[config.mk]
export PLATFORM = sky130hd
export DESIGN_NAME = usb_device_link_state
export DESIGN_NICKNAME = d
export VERILOG_FILES = /design/src/shared/link_state_pkg.sv /design/src/shared/tick_if.sv /design/src/rtl/interval_timer.sv /design/src/rtl/usb_device_link_state.sv
export SDC_FILE = /design/constraint.sdc
export NUM_CORES = 1
export LEC_CHECK = 0
export BUFFER_PORTS_ARGS = -buffer_cell sky130_fd_sc_hd__buf_2
export CAP_MARGIN = 20
export CORE_MARGIN = 3
export CORE_UTILIZATION = 50
export CTS_CLUSTER_DIAMETER = 50
export DETAILED_ROUTE_END_ITERATION = 7
export PLACE_DENSITY_LB_ADDON = 0.05
export RECOVER_POWER = 25
export SYNTH_ARGS = -nofsm -noshare
export SYNTH_HDL_FRONTEND = slang
export SYNTH_SLANG_ARGS = --single-unit
[constraint.sdc]
create_clock -name clk -period 4.2 [get_ports clk]
set_clock_uncertainty 0.1 [all_clocks]
set_input_delay 0.42 -clock clk [delete_from_list [all_inputs] [get_ports clk]]
set_output_delay 0.42 -clock clk [all_outputs]
set_load 0.01 [all_outputs]
[src/shared/link_state_pkg.sv]
// Purpose: Constants and types for the USB device link-state block
// Assumes: 100 MHz system clock
// Notes:   Times are given in their own unit; cycle counts derive from them
package link_state_pkg;

  localparam int unsigned CLK_HZ          = 100_000_000;
  localparam int unsigned FRAME_US        = 1000;
  localparam int unsigned SUSPEND_MS      = 3;
  localparam int unsigned WAKE_MS         = 10;
  localparam int unsigned FRAME_CYCLES    = FRAME_US * (CLK_HZ / 1_000_000);
  localparam int unsigned SUSPEND_CYCLES  = SUSPEND_MS * (CLK_HZ / 1000);
  localparam int unsigned WAKE_CYCLES     = WAKE_MS * (CLK_HZ / 1000);
  localparam int unsigned NUM_EP          = 16;
  localparam int unsigned EP_W            = 4;
  localparam int unsigned ADDR_W          = 7;
  localparam int unsigned ISO_MAX_BYTES   = 1023;
  localparam int unsigned LEN_W           = 11;
  localparam int unsigned TIMER_W         = 32;
  localparam logic [6:0]  DEFAULT_ADDR    = 7'h00;
  localparam logic [3:0]  CONTROL_EP      = 4'h0;

  typedef enum logic [1:0] {
    XFER_CONTROL = 2'h0,
    XFER_ISO     = 2'h1,
    XFER_BULK    = 2'h2,
    XFER_INTR    = 2'h3
  } xfer_type_t;

  typedef enum logic [3:0] {
    ST_DEFAULT    = 4'b0001,
    ST_ADDRESSED  = 4'b0010,
    ST_CONFIGURED = 4'b0100,
    ST_SUSPENDED  = 4'b1000
  } dev_state_t;

endpackage

[src/shared/tick_if.sv]
// Purpose: Carrier between link-state top and its interval timer
// Assumes: One clock domain
// Notes:   restart clears the count, expired is a level
`timescale 1ns/1ps
interface tick_if;
  logic restart;
  logic run;
  logic expired;
  modport owner (output restart, output run, input expired);
  modport timer (input restart, input run, output expired);
endinterface // tick_if

[src/rtl/interval_timer.sv]
// Purpose: Counts cycles while running and flags when a limit is reached
// Assumes: Limit at least one cycle
// Notes:   Restart wins over counting
`timescale 1ns/1ps
module interval_timer #(
  parameter int unsigned LIMIT = 1000
) (
  // Clock and reset
  input  wire logic clk,
  input  wire logic nrst,
  // Control
  tick_if.timer     tick
);
  import link_state_pkg::*;

  logic [TIMER_W-1:0] count_reg;
  logic [TIMER_W-1:0] count_next;
  logic               exp_reg;
  logic               exp_next;

  always_comb begin
    count_next = count_reg;
    exp_next   = exp_reg;
    if (tick.restart) begin
      count_next = '0;
      exp_next   = 1'b0;
    end else if (tick.run && !exp_reg) begin
      count_next = count_reg + 1'b1;
      exp_next   = (count_reg == TIMER_W'(LIMIT - 1));
    end
  end

  always_ff @(posedge clk or negedge nrst) begin
    if (!nrst) begin
      count_reg <= '0;
      exp_reg   <= 1'b0;
    end else begin
      count_reg <= count_next;
      exp_reg   <= exp_next;
    end
  end

  assign tick.expired = exp_reg;

endmodule // interval_timer

[src/rtl/usb_device_link_state.sv]
// Purpose: Link-level state of a full/low speed USB device function
// Assumes: Decoded bus events arrive as one-cycle pulses on clk
// Notes:   Bus activity and reset inputs come from the pins side
//
// Overview of operation
// - Track 1 ms frames, counted from SOF
// - Sixteen bidirectional endpoint numbers accepted
// - Endpoint zero is always a control endpoint
// - Isochronous payloads limited to 1023 bytes
// - Low speed allows only interrupt and control
// - Suspend after 3 ms without SOF or bus activity
// - Remote wake-up drives resume for 10 ms
// - Bus reset: unconfigured, default address zero
// - Pull-up on D+ full, D- low speed
// - Engine runs from 100 MHz system clock
`timescale 1ns/1ps
module usb_device_link_state #(
  parameter int unsigned SUSPEND_LIMIT = link_state_pkg::SUSPEND_CYCLES,
  parameter int unsigned WAKE_LIMIT    = link_state_pkg::WAKE_CYCLES,
  parameter int unsigned FRAME_LIMIT   = link_state_pkg::FRAME_CYCLES
) (
  // Clock and reset
  input  wire logic                          clk,
  input  wire logic                          nrst,
  // Bus-side events (asynchronous to clk)
  input  wire logic                          bus_reset,
  input  wire logic                          bus_active,
  // Decoded token events (clk domain)
  input  wire logic                          sof_seen,
  input  wire logic                          token_valid,
  input  wire logic [link_state_pkg::ADDR_W-1:0] token_addr,
  input  wire logic [link_state_pkg::EP_W-1:0]   token_ep,
  input  wire logic                          token_in,
  input  wire link_state_pkg::xfer_type_t    token_type,
  input  wire logic [link_state_pkg::LEN_W-1:0]  token_len,
  // Firmware control
  input  wire logic                          attach,
  input  wire logic                          low_speed,
  input  wire logic                          set_addr,
  input  wire logic [link_state_pkg::ADDR_W-1:0] new_addr,
  input  wire logic                          set_config,
  input  wire logic                          config_value,
  input  wire logic                          wake_request,
  // Status and pins
  output logic                               pullup_dp,
  output logic                               pullup_dm,
  output logic                               suspended,
  output logic                               resume_drive,
  output logic                               frame_tick,
  output logic [link_state_pkg::ADDR_W-1:0]  dev_addr,
  output logic                               configured,
  output logic                               token_accept,
  output logic                               token_ctrl,
  output logic                               token_reject,
  output logic                               token_dir_in
);
  import link_state_pkg::*;

  // ----------------------------------------------------------------
  // Input synchronisers
  // ----------------------------------------------------------------
  logic [1:0] rst_sync_reg;
  logic [1:0] act_sync_reg;
  logic       bus_rst_s;
  logic       bus_act_s;

  always_ff @(posedge clk or negedge nrst) begin
    if (!nrst) begin
      rst_sync_reg <= 2'h0;
      act_sync_reg <= 2'h0;
    end else begin
      rst_sync_reg <= {rst_sync_reg[0], bus_reset};
      act_sync_reg <= {act_sync_reg[0], bus_active};
    end
  end

  assign bus_rst_s = rst_sync_reg[1];
  assign bus_act_s = act_sync_reg[1];

  // ----------------------------------------------------------------
  // Timers
  // ----------------------------------------------------------------
  tick_if idle_t ();
  tick_if wake_t ();
  tick_if frame_t ();

  interval_timer #(.LIMIT(SUSPEND_LIMIT)) u_idle (
    .clk  (clk),
    .nrst (nrst),
    .tick (idle_t)
  );

  interval_timer #(.LIMIT(WAKE_LIMIT)) u_wake (
    .clk  (clk),
    .nrst (nrst),
    .tick (wake_t)
  );

  // Restart on expiry costs a cycle, so the limit is one short
  interval_timer #(.LIMIT(FRAME_LIMIT - 1)) u_frame (
    .clk  (clk),
    .nrst (nrst),
    .tick (frame_t)
  );

  dev_state_t state_reg;
  dev_state_t state_next;
  dev_state_t resume_to_reg;
  dev_state_t resume_to_next;
  logic       wake_pend_reg;
  logic       wake_pend_next;

  assign idle_t.restart  = sof_seen || bus_act_s || bus_rst_s;
  assign idle_t.run      = attach && (state_reg != ST_SUSPENDED);
  assign wake_t.restart  = !wake_pend_reg;
  assign wake_t.run      = wake_pend_reg;
  assign frame_t.restart = sof_seen || frame_t.expired;
  assign frame_t.run     = attach;

  // ----------------------------------------------------------------
  // Device state
  // ----------------------------------------------------------------
  logic [ADDR_W-1:0] addr_reg;
  logic [ADDR_W-1:0] addr_next;
  logic              resume_reg;
  logic              resume_next;
  logic              susp_reg;
  logic              susp_next;
  logic              cfg_reg;
  logic              cfg_next;

  always_comb begin
    state_next     = state_reg;
    resume_to_next = resume_to_reg;
    addr_next      = addr_reg;
    wake_pend_next = wake_pend_reg;
    resume_next    = 1'b0;
    if (!attach || bus_rst_s) begin
      state_next     = ST_DEFAULT;
      addr_next      = DEFAULT_ADDR;
      wake_pend_next = 1'b0;
    end else begin
      case (state_reg)
        ST_DEFAULT: begin
          if (set_addr && new_addr != DEFAULT_ADDR) begin
            addr_next  = new_addr;
            state_next = ST_ADDRESSED;
          end else if (idle_t.expired) begin
            resume_to_next = ST_DEFAULT;
            state_next     = ST_SUSPENDED;
          end
        end
        ST_ADDRESSED: begin
          if (set_config && config_value) begin
            state_next = ST_CONFIGURED;
          end else if (set_addr) begin
            addr_next = new_addr;
            if (new_addr == DEFAULT_ADDR) begin
              state_next = ST_DEFAULT;
            end
          end else if (idle_t.expired) begin
            resume_to_next = ST_ADDRESSED;
            state_next     = ST_SUSPENDED;
          end
        end
        ST_CONFIGURED: begin
          if (set_config && !config_value) begin
            state_next = ST_ADDRESSED;
          end else if (idle_t.expired) begin
            resume_to_next = ST_CONFIGURED;
            state_next     = ST_SUSPENDED;
          end
        end
        ST_SUSPENDED: begin
          if (sof_seen || bus_act_s) begin
            state_next     = resume_to_reg;
            wake_pend_next = 1'b0;
          end else if (wake_request && !wake_pend_reg) begin
            wake_pend_next = 1'b1;
          end else if (wake_pend_reg && wake_t.expired) begin
            wake_pend_next = 1'b0;
          end else if (wake_pend_reg) begin
            resume_next = 1'b1;
          end
        end
        default: begin
          state_next = ST_DEFAULT;
        end
      endcase
    end
    susp_next = (state_next == ST_SUSPENDED);
    cfg_next  = (state_next == ST_CONFIGURED);
  end

  always_ff @(posedge clk or negedge nrst) begin
    if (!nrst) begin
      state_reg     <= ST_DEFAULT;
      resume_to_reg <= ST_DEFAULT;
      addr_reg      <= DEFAULT_ADDR;
      susp_reg      <= 1'b0;
      cfg_reg       <= 1'b0;
      wake_pend_reg <= 1'b0;
      resume_reg    <= 1'b0;
    end else begin
      state_reg     <= state_next;
      resume_to_reg <= resume_to_next;
      addr_reg      <= addr_next;
      wake_pend_reg <= wake_pend_next;
      resume_reg    <= resume_next;
      susp_reg      <= susp_next;
      cfg_reg       <= cfg_next;
    end
  end

  // ----------------------------------------------------------------
  // Token screening
  // ----------------------------------------------------------------
  logic tok_ok;
  logic acc_reg;
  logic ctrl_reg;
  logic rej_reg;
  logic dir_reg;
  logic frame_reg;
  logic pdp_reg;
  logic pdm_reg;

  always_comb begin
    tok_ok = token_valid && attach && (state_reg != ST_SUSPENDED)
             && (token_addr == addr_reg);
    if (token_ep == CONTROL_EP && token_type != XFER_CONTROL) begin
      tok_ok = 1'b0;
    end
    if (low_speed && (token_type == XFER_ISO || token_type == XFER_BULK)) begin
      tok_ok = 1'b0;
    end
    if (token_type == XFER_ISO && token_len > LEN_W'(ISO_MAX_BYTES)) begin
      tok_ok = 1'b0;
    end
  end

  always_ff @(posedge clk or negedge nrst) begin
    if (!nrst) begin
      acc_reg   <= 1'b0;
      ctrl_reg  <= 1'b0;
      rej_reg   <= 1'b0;
      dir_reg   <= 1'b0;
      frame_reg <= 1'b0;
      pdp_reg   <= 1'b0;
      pdm_reg   <= 1'b0;
    end else begin
      acc_reg   <= tok_ok;
      ctrl_reg  <= tok_ok && (token_ep == CONTROL_EP);
      rej_reg   <= token_valid && !tok_ok && (token_addr == addr_reg);
      dir_reg   <= token_in;
      frame_reg <= sof_seen || frame_t.expired;
      pdp_reg   <= attach && !low_speed;
      pdm_reg   <= attach && low_speed;
    end
  end

  // ----------------------------------------------------------------
  // Outputs
  // ----------------------------------------------------------------
  assign pullup_dp    = pdp_reg;
  assign pullup_dm    = pdm_reg;
  assign suspended    = susp_reg;
  assign resume_drive = resume_reg;
  assign frame_tick   = frame_reg;
  assign dev_addr     = addr_reg;
  assign configured   = cfg_reg;
  assign token_accept = acc_reg;
  assign token_ctrl   = ctrl_reg;
  assign token_reject = rej_reg;
  assign token_dir_in = dir_reg;

endmodule // usb_device_link_state

==> results.tsv <==
metric	value	unit
layout.cells.most_common_list	126 x dfrtp_1, 77 x nor2_1, 50 x xnor2_1	
violations	negative hold slack	
end_kind	flip-flop	
coreArea	0.0128	sq mm
synthesis.area	0.00661	sq mm
switching_share	0.219	
grt_setup_unrepaired	false	
synth.distinct_cells	57	
leading_cell_type_in_the_layout_fill_and_taps_excluded	dfrtp_1	
clk_root_buffer_cell	clkbuf_16	
busiest_layer	met2	
min_period	2260	ps
timing.critical_path.required	4360	ps
fmax	0.443	GHz
hold_slack	-27.2	ps
total_global_route_track_usage	0.200	
clk_latency	410	ps
yosysWarningCount	0	
worst_pin_slew	954	ps
pin_count_of_the_biggest_net_entering_global_routing	68	
critical_path_peak_fanout	16	
cts.clk_slew.worst_paths	50	ps
rows	41	
worst-setup-path-type	primary input to flip-flop	
finalWeightedCongestion	0.818	
share_clk_of_total_power	0.498	
layout.nets	773	
outcome	complete, but fails checks	
cp-startpoint	attach	
synth_enable_flop_cells	0	
power.ir.vdd_worst	0.000377	V
dpl.hpwl	9.04	mm
die-width	121	um
post_synth_inst_count	673	
post-layout-total-power	2.74	mW
routed-via-count	5088	
globalRoute.totalOverflow	0	
initial_core_util	0.517	
tritoncts_num_sinks	128	
synth_fp_nets	723	
dominantRegCellSynth	dfrtp_1	
drcViolationCount	0	
drt-wirelength-per-cell	15.0	um
die_area	0.0146	sq mm
report.final.setup_viol	0	
sequential_share_of_the_synthesized_area	0.485	
max_cap_violations	0	
grt_use_met1	0.269	
timing.hold.worst.class	primary input to asynchronous set/reset pin	
postCtsSetupRepairBufs	0	
power_density	362	mW/mm^2
drt-initial-drc-count	326	
power_switching	0.601	mW
worstSetupStartpointType	primary input	
synthToLayoutAreaGrowth	14.6	%
postSynthAreaPerCell	9.81	sq um
crit-reg2reg-launch	u_idle.count_reg[0]	
synthesized_flop_and_latch_total	128	
cts.htree.levels	4	
max-clock-path-buffers	2	
die_height	121	um
timing.final.crit_share	0.537	
antenna_cells_inserted	0	
drt_first_pass_iters	5	
cts_inserted_buffers	17	
final_slew_violations	0	
port-buffer-count	50	
via_count_of_the_first_global_routing_pass	5077	
antenna_found_initial	0	
ys_async_sr_fraction	1.00	
grt_pass1_wl	23.7	mm
grt.met2_usage	0.318	
detail-route-antenna-nets	0	
fraction_of_final_layout_cells_with_drive_strength_greater_than_1	0.137	
finalHoldViolCount	26	
p_comb_frac	0.042	
arrival	2420	ps
pin_count	61	
internal_power	2.14	mW
fin_setup_tns	0	ps
worst_slew_margin_rel	0.364	
viasPerCell	5.61	
cts_tree	done	
met3_usage	0.0522	
routed_wl	13.6	mm
pwr-share-seq	0.459	
lkg_pwr	3.16	nW
fillerInstances	1106	
-- timing repair --
item / CTS / global route
gates resized for setup: 0 / 0
hold endpoints to repair: 2 / 0
hold buffers: 2 / 0
-- Yosys cell counts (7+ instances only) --
cell type / n / area (sq um)
nand2b_1: 7 / 43.8
and3_1: 10 / 62.6
nor3_1: 18 / 90.1
a21oi_1: 22 / 110
nor4b_1: 8 / 70.1
o21ai_0: 16 / 80.1
inv_1: 12 / 45.0
nor4_1: 23 / 144
nand3_1: 30 / 150
nand4_1: 47 / 294
dfrtp_1: 126 / 3150
and2_1: 33 / 206
or3_1: 12 / 75.1
nor2_1: 77 / 289
xnor2_1: 50 / 438
nor2b_1: 10 / 62.6
clkbuf_1: 18 / 67.6
and4_1: 8 / 70.1
xor2_1: 36 / 315
nand2_1: 39 / 146
mux2i_1: 8 / 80.1
-- layout make-up --
class / instances / area, sq um / area share
repair buffers: 56 / 313 / 0.0413
multi-input cells: 508 / 3250 / 0.429
well taps: 172 / 215 / 0.0284
flip-flops and latches: 128 / 3210 / 0.423
clock inverters: 7 / 60.1 / 0.00793
clock buffers: 24 / 482 / 0.0636
inverters: 12 / 45.0 / 0.00595
-- per-stage QoR --
step / instance area (sq um) / std cells / worst slack, ps / util / hold WS [ps]
floorplan: 6610 / 673 / 2090 / - / 24.4
global placement: 7010 / 874 / 1780 / 0.549 / 239
detailed placement: 7010 / 874 / 1750 / 0.549 / 235
CTS: 7570 / 907 / 1900 / 0.593 / 6.71
global route: 7570 / 907 / 1690 / 0.593 / 44.0
finish: 7570 / 907 / 1940 / 0.593 / -27.2
-- cells by family after synthesis --
group           Yosys count  synth area share
xor+xnor                 86             0.114
flops                   128             0.485
fa+ha+maj                 6            0.0114
mux                      11            0.0172
buf+inv                  37            0.0227
compound gates           62            0.0585
simple gates            343             0.291
-- final timing paths --
kind | endpoint | slack (ps) | cells after the start
worst min-delay path | dev_addr[5] | -30 | 1
max in group asynchronous | u_frame.count_reg[14] | 3220 | 2
worst max-delay path | u_frame.count_reg[31] | 1940 | 6
worst min register to register | act_sync_reg[1] | 250 | 0
min in group clk | act_sync_reg[0] | 60 | 1
worst max register to register | u_idle.count_reg[22] | 1950 | 6
-- power groups by stage --
stage	registers [mW]	logic, mW	clock network (mW)
after global routing	1.26	0.132	1.46
final	1.26	0.116	1.37
after global placement	1.28	0.116	0
after floorplan	1.28	0.0555	0
after CTS	1.26	0.120	1.39
after detailed placement	1.28	0.118	0
-- critical path, cell delays in order --
cell,delay (ps)
clkbuf_1,460
and4_1,420
nand3_2,330
nor3_1,500
a31o_2,220
a21oi_1,50
-- routing by layer --
layer | vias to the layer above | wire length [um] | share of wire
met2 | 110 | 6270 | 0.46
met4 | 0 | 121 | 0.0089
li1 | 2498 | - | -
met3 | 13 | 654 | 0.048
met5 | - | 0 | 0
met1 | 2467 | 6550 | 0.48
No activity file was read; power rests on OpenSTA's default activity.
